--- src/rtl/stseq_defines.vh ---
`ifndef STSEQ_DEFINES_VH
`define STSEQ_DEFINES_VH
// Register offsets
`define STSEQ_REG_CTRL 4'h0
`define STSEQ_REG_COUNT 4'h1
`define STSEQ_REG_DELAY 4'h2
`define STSEQ_REG_SRC 4'h3
`define STSEQ_REG_STAT 4'h4
`define STSEQ_REG_LEN 4'h5
`define STSEQ_REG_CHAN 4'h6
// Control register bits, write-one pulses
`define STSEQ_CTRL_INIT 0
`define STSEQ_CTRL_STEP 1
`define STSEQ_CTRL_ABORT 2
`define STSEQ_CTRL_BUS 3
// Trigger sources
`define STSEQ_SRC_IMM 2'h0
`define STSEQ_SRC_HOLD 2'h1
`define STSEQ_SRC_BUS 2'h2
`define STSEQ_SRC_TTL 2'h3
// Reset values and minimum count
`define STSEQ_COUNT_RST 16'h0001
`define STSEQ_DELAY_RST 16'h0000
`define STSEQ_COUNT_MIN 16'h0001
// Timing
`define STSEQ_CLK_HZ 50000000
`define STSEQ_TICK_US 100
`define STSEQ_TICK_CYC ((`STSEQ_CLK_HZ / 1000000) * `STSEQ_TICK_US)
`endif

--- src/rtl/stseq_tick.v ---
`include "stseq_defines.vh"
module stseq_tick #(
   parameter TICK_CYC = `STSEQ_TICK_CYC
) (
   input wire clk,
   input wire rst,
   input wire run,
   output reg tick
);
   reg [15:0] cnt_r;
   always @(posedge clk) begin
      if (rst || !run) begin
         cnt_r <= 16'h0000;
         tick <= 1'b0;
      end else if (cnt_r == TICK_CYC[15:0] - 16'h0001) begin
         cnt_r <= 16'h0000;
         tick <= 1'b1;
      end else begin
         cnt_r <= cnt_r + 16'h0001;
         tick <= 1'b0;
      end
   end
endmodule

--- src/rtl/stseq_sequencer.v ---
// Our own choices: strobed register access and the register offsets.
`include "stseq_defines.vh"
module stseq_sequencer #(
   parameter TICK_CYC = `STSEQ_TICK_CYC,
   parameter CHW = 8
) (
   input wire clk,
   input wire rst,
   input wire [3:0] regAddr,
   input wire [31:0] regWdata,
   input wire regWr,
   input wire regRd,
   output reg [31:0] regRdata,
   input wire [7:0] ttlTrig,
   output reg [CHW-1:0] relayChan,
   output reg relayClosed,
   output reg busy,
   output reg rangeErr
);
   localparam S_IDLE = 5'b00001;
   localparam S_WAIT = 5'b00010;
   localparam S_DELAY = 5'b00100;
   localparam S_OPEN = 5'b01000;
   localparam S_CLOSE = 5'b10000;

   reg [4:0] state_r;
   reg [15:0] count_r;
   reg [15:0] delay_r;
   reg [1:0] src_r;
   reg [2:0] line_r;
   reg [CHW-1:0] len_r;
   reg [15:0] passLeft_r;
   reg [15:0] delCnt_r;
   reg [7:0] ttlMeta_r;
   reg [7:0] ttlSync_r;
   reg ttlPrev_r;
   reg busTrig_r;
   reg first_r;
   wire tick;

   function wr_hit;
      input [3:0] a;
      begin
         wr_hit = regWr && (regAddr == a);
      end
   endfunction

   wire ctlWr = wr_hit(`STSEQ_REG_CTRL);
   wire initCmd = ctlWr && regWdata[`STSEQ_CTRL_INIT];
   wire stepCmd = ctlWr && regWdata[`STSEQ_CTRL_STEP];
   wire abortCmd = ctlWr && regWdata[`STSEQ_CTRL_ABORT];
   wire busCmd = ctlWr && regWdata[`STSEQ_CTRL_BUS];
   wire ttlNow = ttlSync_r[line_r];
   wire ttlEdge = ttlNow && !ttlPrev_r;
   reg trigEv;
   always @* begin
      trigEv = 1'b0;
      if (src_r == `STSEQ_SRC_TTL) trigEv = ttlEdge;
      else if (src_r == `STSEQ_SRC_BUS) trigEv = busTrig_r;
      else if (src_r == `STSEQ_SRC_IMM) trigEv = 1'b1;
      // Hold source leaves trigEv low
   end

   stseq_tick #(.TICK_CYC(TICK_CYC)) uTick (
      .clk(clk),
      .rst(rst),
      .run(state_r == S_DELAY),
      .tick(tick)
   );

   // Sync of backplane trigger lines
   always @(posedge clk) begin
      if (rst) begin
         ttlMeta_r <= 8'h00;
         ttlSync_r <= 8'h00;
         ttlPrev_r <= 1'b0;
         busTrig_r <= 1'b0;
      end else begin
         ttlMeta_r <= ttlTrig;
         ttlSync_r <= ttlMeta_r;
         ttlPrev_r <= ttlNow;
         busTrig_r <= busCmd;
      end
   end

   // Configuration registers
   always @(posedge clk) begin
      if (rst) begin
         count_r <= `STSEQ_COUNT_RST;
         delay_r <= `STSEQ_DELAY_RST;
         src_r <= `STSEQ_SRC_IMM;
         line_r <= 3'h0;
         len_r <= {{(CHW-1){1'b0}}, 1'b1};
         rangeErr <= 1'b0;
      end else begin
         if (wr_hit(`STSEQ_REG_COUNT)) begin
            if (regWdata[31:16] != 16'h0000 || regWdata[15:0] < `STSEQ_COUNT_MIN)
               rangeErr <= 1'b1;
            else
               count_r <= regWdata[15:0];
         end
         if (wr_hit(`STSEQ_REG_DELAY)) begin
            if (regWdata[31:16] != 16'h0000)
               rangeErr <= 1'b1;
            else
               delay_r <= regWdata[15:0];
         end
         if (wr_hit(`STSEQ_REG_SRC)) begin
            src_r <= regWdata[1:0];
            line_r <= regWdata[4:2];
         end
         if (wr_hit(`STSEQ_REG_LEN) && regWdata[CHW-1:0] != {CHW{1'b0}})
            len_r <= regWdata[CHW-1:0];
         if (wr_hit(`STSEQ_REG_STAT) && regWdata[1])
            rangeErr <= 1'b0;
      end
   end

   // Sequencer
   always @(posedge clk) begin
      if (rst) begin
         state_r <= S_IDLE;
         passLeft_r <= 16'h0000;
         delCnt_r <= 16'h0000;
         relayChan <= {CHW{1'b0}};
         relayClosed <= 1'b0;
         busy <= 1'b0;
         first_r <= 1'b0;
      end else if (abortCmd) begin
         state_r <= S_IDLE;
         relayClosed <= 1'b0;
         busy <= 1'b0;
      end else begin
         case (state_r)
            S_IDLE: begin
               if (initCmd) begin
                  passLeft_r <= count_r;
                  relayChan <= {CHW{1'b0}};
                  relayClosed <= 1'b1;
                  first_r <= 1'b1;
                  busy <= 1'b1;
                  state_r <= S_WAIT;
               end
            end
            S_WAIT: begin
               if (stepCmd) begin
                  state_r <= S_OPEN;
               end else if (trigEv) begin
                  if (delay_r == 16'h0000) begin
                     state_r <= S_OPEN;
                  end else begin
                     delCnt_r <= delay_r;
                     state_r <= S_DELAY;
                  end
               end
            end
            S_DELAY: begin
               if (stepCmd) begin
                  state_r <= S_OPEN;
               end else if (tick) begin
                  delCnt_r <= delCnt_r - 16'h0001;
                  if (delCnt_r == 16'h0001) state_r <= S_OPEN;
               end
            end
            S_OPEN: begin
               relayClosed <= 1'b0;
               first_r <= 1'b0;
               if (relayChan == len_r - {{(CHW-1){1'b0}}, 1'b1}) begin
                  if (passLeft_r == 16'h0001) begin
                     busy <= 1'b0;
                     state_r <= S_IDLE;
                  end else begin
                     passLeft_r <= passLeft_r - 16'h0001;
                     relayChan <= {CHW{1'b0}};
                     state_r <= S_CLOSE;
                  end
               end else begin
                  relayChan <= relayChan + {{(CHW-1){1'b0}}, 1'b1};
                  state_r <= S_CLOSE;
               end
            end
            S_CLOSE: begin
               relayClosed <= 1'b1;
               state_r <= S_WAIT;
            end
            default: state_r <= S_IDLE;
         endcase
      end
   end

   // Read port
   always @(posedge clk) begin
      if (rst) begin
         regRdata <= 32'h00000000;
      end else if (regRd) begin
         if (regAddr == `STSEQ_REG_COUNT) regRdata <= {16'h0000, count_r};
         else if (regAddr == `STSEQ_REG_DELAY) regRdata <= {16'h0000, delay_r};
         else if (regAddr == `STSEQ_REG_SRC) regRdata <= {27'h0000000, line_r, src_r};
         else if (regAddr == `STSEQ_REG_STAT)
            regRdata <= {29'h00000000, relayClosed, rangeErr, busy};
         else if (regAddr == `STSEQ_REG_LEN)
            regRdata <= {{(32-CHW){1'b0}}, len_r};
         else if (regAddr == `STSEQ_REG_CHAN)
            regRdata <= {{(32-CHW){1'b0}}, relayChan};
         else regRdata <= 32'h00000000;
      end else begin
         regRdata <= 32'h00000000;
      end
   end
endmodule

--- config.mk ---
export PLATFORM = sky130hd
export DESIGN_NAME = stseq_sequencer
export DESIGN_NICKNAME = d
export VERILOG_FILES = /design/src/rtl/stseq_tick.v /design/src/rtl/stseq_sequencer.v
export VERILOG_INCLUDE_DIRS = /design/src /design/src/rtl
export SDC_FILE = /design/constraint.sdc
export NUM_CORES = 1
export LEC_CHECK = 0
export ABC_AREA = 1
export BUFFER_PORTS_ARGS = -buffer_cell sky130_fd_sc_hd__buf_2
export CAP_MARGIN = 10
export CELL_PAD_IN_SITES_DETAIL_PLACEMENT = 1
export CELL_PAD_IN_SITES_GLOBAL_PLACEMENT = 2
export CORE_ASPECT_RATIO = 0.8
export CORE_MARGIN = 10
export CORE_UTILIZATION = 29
export CTS_CLUSTER_DIAMETER = 200
export DETAILED_ROUTE_END_ITERATION = 8
export PLACE_DENSITY_LB_ADDON = 0.1
export SLEW_MARGIN = 5
export SYNTH_ARGS = -nofsm -noshare
export SYNTH_HDL_FRONTEND = slang
export SYNTH_SLANG_ARGS = --single-unit
--- constraint.sdc ---
create_clock -name clk -period 1.92 [get_ports clk]
set_clock_uncertainty 0.2 [all_clocks]
set_input_delay 0.384 -clock clk [delete_from_list [all_inputs] [get_ports clk]]
set_output_delay 0.384 -clock clk [all_outputs]
set_load 0.02 [all_outputs]
==> flow_summary_export.csv, run 1 <==
group,metric,value,unit
yosys,yosysWarningCount,0,
sta,post-route-period-util,1.12,
clock_network,path_clk_slew,70,ps
yosys,post-synth-top-count-cell,"sky130_fd_sc_hd__nand2_1",
critical_path,worst_r2r_path_depth,14,
die,placeableCoreArea,24600,µm²
cells_and_area,layoutNonFillerInstCount,1651,
critical_path,critPathKind,"reg2reg",
placement,placedCellCount,1588,
sta,timing_max_transition_violations_final,0,
die,floorplan.die.width,197,µm
detailed_routing,route.detailed.drc,0,
placement,port_buffers,74,
critical_path,crit-reg2reg-launch,"len_r[1]",
yosys,netlist_top_cells_count,"sky130_fd_sc_hd__nand2_1, sky130_fd_sc_hd__nor2_1, sky130_fd_sc_hd__dfxtp_1",
sta,final.setup.worst_slack,-229,ps
critical_path,endpoint_kind,"register",
grt,grt_max_degree,71,
critical_path,start_kind,"register",
yosys,seq_area_frac_synth,0.395,
placement,gp_congestion,0.839,
critical_path,worstPathRequired,2040,ps
detailed_routing,avgViaCountPerCell,4.75,
grt,first_pass_grt_wire_length,43400,µm
cells_and_area,final_layout_size_suffix_gt1_frac,0.308,
clock_network,cts_root_buffer,"sky130_fd_sc_hd__clkbuf_16",
detailed_routing,drtIter0Drc,326,
flow_run,drv.max_cap_violation_count,0,
die,io_pins,91,
grt,global_route.overflow_total,0,
critical_path,reg2reg_slack,-230,ps
critical_path,timing.critical_path.arrival,2270,ps
clock_network,htree_levels,4,
sta,final_period_minus_worst_setup_slack,2150,ps
hold_path,holdCritStartpoint,"regWdata[10]",
cells_and_area,antenna-diode-count,0,
run_status,run_status,"complete, but fails checks",
cells_and_area,final_nets,1375,
die,floorplan.rows,51,
die,die_height,162,µm
critical_path,peak_fanout_along_the_critical_path,8,
critical_path,critical_path.startpoint,"len_r[1]",
placement,dpl-instance-area,9150,µm²
yosys,synth_seq_cells,144,
sta,fmax,0.465,GHz
grt,first_global_vias,8158,
yosys,synthDistinctLibCells,46,
run_status,violated_checks,"setup timing",
hold_path,hold-path-endpoint,"delay_r[10]",
yosys,netlist.area_leader.share,0.395,
yosys,synth-main-ff-cell,"sky130_fd_sc_hd__dfxtp_1",
yosys,netlist_top_cells_area,"sky130_fd_sc_hd__dfxtp_1, sky130_fd_sc_hd__nand2_1, sky130_fd_sc_hd__a21oi_1",
placement,placement.setup.worst_slack,-233,ps
detailed_routing,final_wl,27600,µm
cells_and_area,areaGrowthSynthToFinish,44.6,%
yosys,synth_cells,1075,
clock_network,clock_insertion_delay_worst_skew,430,ps
yosys,ys_async_sr_fraction,0,
hold_path,worst_hold_path_stage_count,3,
power,power_density_over_cell_area,700,nW/µm²
clock_network,tritoncts.num_buffers,17,
placement,hpwl_after_dpl,20700,µm
detailed_routing,routed-via-count,7835,
clock_network,tritoncts,"done",
yosys,synth_edf_count,0,
grt,grt_util_all_layers,0.171,
die,design.die.area,31900,µm²
yosys,synth_largest_area_cell,"sky130_fd_sc_hd__dfxtp_1",
sta,report.final.hold_viol_count,0,
critical_path,worstReg2RegEnd,"passLeft_r[12]",
detailed_routing,drt_pre_antenna_iters,5,
power,power.ir.vdd_worst,591,µV
grt,antenna_violations_before_repair,0,
clock_network,max-clock-path-buffers,2,
die,effective_utilization_at_floorplan,0.297,
detailed_routing,ant_nets,0,
cells_and_area,layout.cell_area.non_filler,10600,µm²
sta,timing.final.setup_violations,27,
hold_path,worst_hold_path_type,"in2reg",
sta,rsz_0062_raised_after_global_routing,"yes",
detailed_routing,avgRoutedWirePerCell,16.7,µm
yosys,synth.avg_cell_area,6.79,µm²
power,power.static_leakage,4.70,nW
yosys,syn-cell-area,7300,µm²
clock_network,tritoncts_num_sinks,144,
[layout make-up]
| type | instances | area, µm² |
|---|---|---|
| clock buffer | 19 | 433 |
| clock inverter | 13 | 188 |
| fill | 3111 | 14000 |
| inverter | 150 | 571 |
| multi-input combinational | 747 | 4020 |
| sequential | 144 | 2900 |
| tap | 318 | 398 |
| timing repair buffer | 260 | 2040 |
[cell families (layout without fill, tap and decap cells)]
kind of cell,Yosys count,after routing,synth area share
AND/OR/NAND/NOR,467,468,0.284
adder cells (fa/ha/maj),7,7,0.0120
other,1,16,0.000514
XOR/XNOR,15,15,0.0180
flip-flops,144,144,0.395
buffers and inverters,200,442,0.117
AO/OA/AOI/OAI,241,241,0.174
[per-stage QoR]
stage / hold WS [ps] / setup TNS (ps) / total power (W) / utilization
3_5_place_dp: 195 / -12070 / 0.00378 / 0.372
6_report: 91.1 / -4870 / 0.00739 / 0.429
3_3_place_gp: 194 / -8750 / 0.00378 / 0.372
5_1_grt: 98.6 / -10970 / 0.00771 / 0.429
2_1_floorplan: 188 / -7.53 / 0.00348 / -
4_1_cts: 69.0 / -4630 / 0.00742 / 0.406
[worst max-delay path, stage by stage, from the launching register on]
cell	delay, ps
sky130_fd_sc_hd__dfxtp_2	350
sky130_fd_sc_hd__inv_2	50
sky130_fd_sc_hd__ha_4	260
sky130_fd_sc_hd__nor2_2	30
sky130_fd_sc_hd__nor2_1	100
sky130_fd_sc_hd__nand2_1	80
sky130_fd_sc_hd__nor2_2	100
sky130_fd_sc_hd__nand3_2	90
sky130_fd_sc_hd__nor2_4	110
sky130_fd_sc_hd__nand2_2	80
sky130_fd_sc_hd__nand2_4	120
sky130_fd_sc_hd__nand2_8	100
sky130_fd_sc_hd__clkbuf_16	180
sky130_fd_sc_hd__o21ai_1	120
sky130_fd_sc_hd__nor2_1	50
[state kept, by name, indices dropped and copies added, names as in the netlist, 2 cells and up]
register / cells
ttlMeta_r: 8
src_r: 2
delay_r: 16
line_r: 3
uTick.cnt_r: 16
passLeft_r: 16
len_r: 8
ttlSync_r: 8
regRdata: 16
relayChan: 8
count_r: 16
delCnt_r: 16
state_r: 5
[layer usage]
metal | vias to the layer above | track usage | share of wire
met5 | - | 0 | 0
met4 | 0 | 0.0405 | 0.013
met3 | 23 | 0.0363 | 0.034
met2 | 114 | 0.263 | 0.43
met1 | 3737 | 0.237 | 0.52
li1 | 3961 | - | -
[where the power goes]
part	switching, W	internal, W	total (W)
Combinational	0.000434	0.000323	0.000757
Sequential	0.0000321	0.00303	0.00306
Clock	0.00139	0.00218	0.00357
Total	0.00186	0.00553	0.00739
[worst max path at each step]
stage,slack [ps],end
CTS,-220,passLeft_r[15]
global placement,-190,passLeft_r[12]
global route,-460,passLeft_r[13]
floorplan,-8,passLeft_r[3]
finish,-230,passLeft_r[12]
detailed placement,-230,delCnt_r[1]
[cell usage in the layout (no fill, tap or decap), types with 6 or more instances in the layout]
master                          Yosys  final
sky130_fd_sc_hd__dlygate4sd3_1      0      8
sky130_fd_sc_hd__nor3_1            17     17
sky130_fd_sc_hd__nand2_2            5     20
sky130_fd_sc_hd__nand4_1           19     19
sky130_fd_sc_hd__a21oi_2            0      8
sky130_fd_sc_hd__o21ai_0           98     85
sky130_fd_sc_hd__nor2_4             2     10
sky130_fd_sc_hd__o21ai_1            5     12
sky130_fd_sc_hd__nand2_1          190    172
sky130_fd_sc_hd__buf_2              4     74
sky130_fd_sc_hd__nor2_1           145    126
sky130_fd_sc_hd__buf_12             0     13
sky130_fd_sc_hd__dfxtp_1          144    133
sky130_fd_sc_hd__buf_6              4      9
sky130_fd_sc_hd__xor2_1            13     13
sky130_fd_sc_hd__a21oi_1          112    103
sky130_fd_sc_hd__inv_1            142    135
sky130_fd_sc_hd__buf_4             18    152
sky130_fd_sc_hd__dfxtp_2            0      8
sky130_fd_sc_hd__o22ai_1            8      8
sky130_fd_sc_hd__inv_2              8     12
sky130_fd_sc_hd__nand3_1           53     39
sky130_fd_sc_hd__nor4_1             8      7
sky130_fd_sc_hd__o21ai_2            0      6
sky130_fd_sc_hd__nor2_2            10     21
sky130_fd_sc_hd__clkbuf_16          0     20
sky130_fd_sc_hd__conb_1             1     16
sky130_fd_sc_hd__nand3_2            3     15
[repair_timing]
action	4_1_cts	5_1_grt
cloned	0	4
hold buffers	8	0
setup endpoints to repair	50	55
resized for setup	19	112
buffers inserted	5	15
pin swaps	8	22
hold endpoints to repair	8	0
Power figures use the tool's default switching activity.
==> inputs of run 2 (changes only) <==
--- a/config.mk
+++ b/config.mk
@@ -13,9 +13,10 @@
 export CELL_PAD_IN_SITES_GLOBAL_PLACEMENT = 2
 export CORE_ASPECT_RATIO = 0.8
 export CORE_MARGIN = 10
-export CORE_UTILIZATION = 29
+export CORE_UTILIZATION = 35
 export CTS_CLUSTER_DIAMETER = 200
 export DETAILED_ROUTE_END_ITERATION = 8
+export MAX_ROUTING_LAYER = met4
 export PLACE_DENSITY_LB_ADDON = 0.1
 export SLEW_MARGIN = 5
 export SYNTH_ARGS = -nofsm -noshare
==> constraint.sdc (replaced) <==
create_clock -name clk -period 2.55 [get_ports clk]
set_clock_uncertainty 0.2 [all_clocks]
set_input_delay 0.51 -clock clk [delete_from_list [all_inputs] [get_ports clk]]
set_output_delay 0.51 -clock clk [all_outputs]
set_load 0.02 [all_outputs]
==> run 2 against run 1 <==
  * The flow now finishes without violations
  * Utilization is 1.1 points lower
  * Combinational power fell by 46%
  * Critical path depth up 2
  * Clock power is 27% lower
  * Worst hold slack got worse by 6.8 ps
  * Setup slack improved by 480 ps
  * Global-route usage is 1.6 points higher
  * Sequential power decreased by 25%
  * Non-clock buffer count down 160
  * Sequential share of layout area increased by 6.0 points
  * Register-to-register slack improved by 480 ps
  * Routed wire length decreased by 10%
==> flow_summary_export.csv, run 2 (synthesis results as in run 1) <==
group,metric,value,unit
clock_network,tritoncts,"done",
cells_and_area,final_layout_size_suffix_gt1_frac,0.145,
clock_network,max-clock-path-buffers,2,
cells_and_area,count_of_filler_cells_inserted_in_the_layout,2673,
critical_path,path_cells,"inv_1 -> ha_1 -> nand2_1 -> inv_1 -> nor2_1 -> nand2_1 -> nor2_1 -> nand3_1 -> nor2_2 -> nand2_2 -> nand2_4 -> buf_4 -> nand3_1 -> nand2_1 -> inv_1 -> nor2_1",
clock_network,clock_insertion_delay_worst_skew,420,ps
die,placeableCoreArea,20600,µm²
sta,fmax,0.434,GHz
cells_and_area,areaGrowthSynthToFinish,18.0,%
detailed_routing,routed-via-count,7105,
critical_path,start_kind,"register",
placement,port_buffers,74,
placement,hpwl_after_dpl,19100,µm
run_status,run_status,"complete, no violations",
die,floorplan.rows,47,
grt,first_global_vias,7214,
grt,global_route.overflow_total,0,
die,io_pins,91,
power,power.static_leakage,3.74,nW
sta,worst-slew-pin-transition,531,ps
grt,grt_util_all_layers,0.187,
sta,totalNegativeSetupSlack,0,ps
sta,report.final.hold_viol_count,0,
detailed_routing,drt_pre_antenna_iters,4,
cells_and_area,final_nets,1214,
sta,slew_headroom,0.646,
grt,antenna_violations_before_repair,0,
grt,grt_max_degree,34,
cells_and_area,layout_commonest_cell,"sky130_fd_sc_hd__nand2_1",
critical_path,endpoint_kind,"register",
critical_path,critical-path-slowest-cell,"sky130_fd_sc_hd__dfxtp_1",
critical_path,timing.critical_path.arrival,2460,ps
grt,first_pass_grt_wire_length,39400,µm
detailed_routing,route.detailed.drc,0,
power,power.ir.vdd_worst,389,µV
critical_path,timing.critical_path.slowest_cell_delay,340,ps
critical_path,critPathKind,"reg2reg",
cells_and_area,most-common-layout-cells,"sky130_fd_sc_hd__nand2_1, sky130_fd_sc_hd__nor2_1, sky130_fd_sc_hd__dfxtp_1, sky130_fd_sc_hd__inv_1, sky130_fd_sc_hd__a21oi_1",
clock_network,path_clk_slew,70,ps
detailed_routing,final_wl,24800,µm
clock_network,ctsResizeCount,0,
detailed_routing,avgRoutedWirePerCell,17.2,µm
detailed_routing,ant_nets,0,
clock_network,postCtsSetupRepairBufs,0,
placement,placement.setup.worst_slack,132,ps
die,die_height,149,µm
die,floorplan.die.width,181,µm
sta,final_period_minus_worst_setup_slack,2300,ps
clock_network,cts_root_buffer,"sky130_fd_sc_hd__clkbuf_16",
clock_network,ctsHoldBuffers,0,
die,design.die.area,27100,µm²
flow_run,drv.max_cap_violation_count,0,
sta,rsz_0062_raised_after_global_routing,"no",
sta,post-route-period-util,0.903,
die,effective_utilization_at_floorplan,0.355,
sta,timing.final.setup_violations,0,
power,power,0.00532,W
cells_and_area,antenna-diode-count,0,
placement,gp_congestion,0.846,
clock_network,tritoncts.num_buffers,17,
critical_path,peak_fanout_along_the_critical_path,11,
detailed_routing,avgViaCountPerCell,4.93,
hold_path,worst_hold_path_type,"in2reg",
sta,final.setup.worst_slack,247,ps
detailed_routing,drtIter0Drc,430,
clock_network,tritoncts_num_sinks,144,
critical_path,worstPathRequired,2710,ps
sta,timing_max_transition_violations_final,0,
power,power_density_over_cell_area,618,nW/µm²
clock_network,htree_levels,4,
run 2: area by class of cell:
cell class,instances,area [µm²],area share
Multi-Input combinational cell,746,3630,0.421
Sequential cell,144,2880,0.335
Timing Repair Buffer,100,591,0.0686
Inverter,150,563,0.0654
Clock buffer,18,439,0.0510
Tap cell,269,337,0.0391
Clock inverter,14,169,0.0196
run 2: power by group:
group,internal [W],leakage (nW),switching (W)
Combinational,0.000134,2.28,0.000275
Clock,0.00150,0.296,0.00110
Sequential,0.00228,1.16,0.0000235
Total,0.00392,3.74,0.00140
run 2: routing by layer:
layer / up-vias / share of wire / track usage / wire length (µm)
li1: 3625 / - / - / -
met4: 0 / 0.0063 / 0.0463 / 155
met3: 8 / 0.033 / 0.0327 / 823
met2: 108 / 0.44 / 0.285 / 10900
met5: - / 0 / - / 0
met1: 3364 / 0.52 / 0.252 / 12900
run 2: worst paths after layout:
check          startpoint       endpoint  slack (ps)  cells after the start
min reg2reg  ttlMeta_r[4]   ttlSync_r[4]         200                      2
max reg2reg      len_r[1]  passLeft_r[7]         250                     16
max              len_r[1]  passLeft_r[7]         250                     16
min            ttlTrig[1]   ttlMeta_r[1]          80                      3
run 2: worst max-delay path: cells and delay by family (launching register included):
| kind | cells | cell delay [ps] |
|---|---|---|
| buffers and inverters | 4 | 370 |
| adders and majority gates | 1 | 300 |
| and+or+nand+nor | 11 | 1030 |
| DFF | 1 | 340 |
run 2: per-stage QoR:
stage               std cells  hold WS [ps]  utilization  area [µm²]
floorplan                1090           188            -        7350
global placement         1409           192        0.388        7990
detailed placement       1409           197        0.388        7990
CTS                      1441          66.2        0.418        8600
global route             1441          77.8        0.418        8610
finish                   1441          84.2        0.418        8610
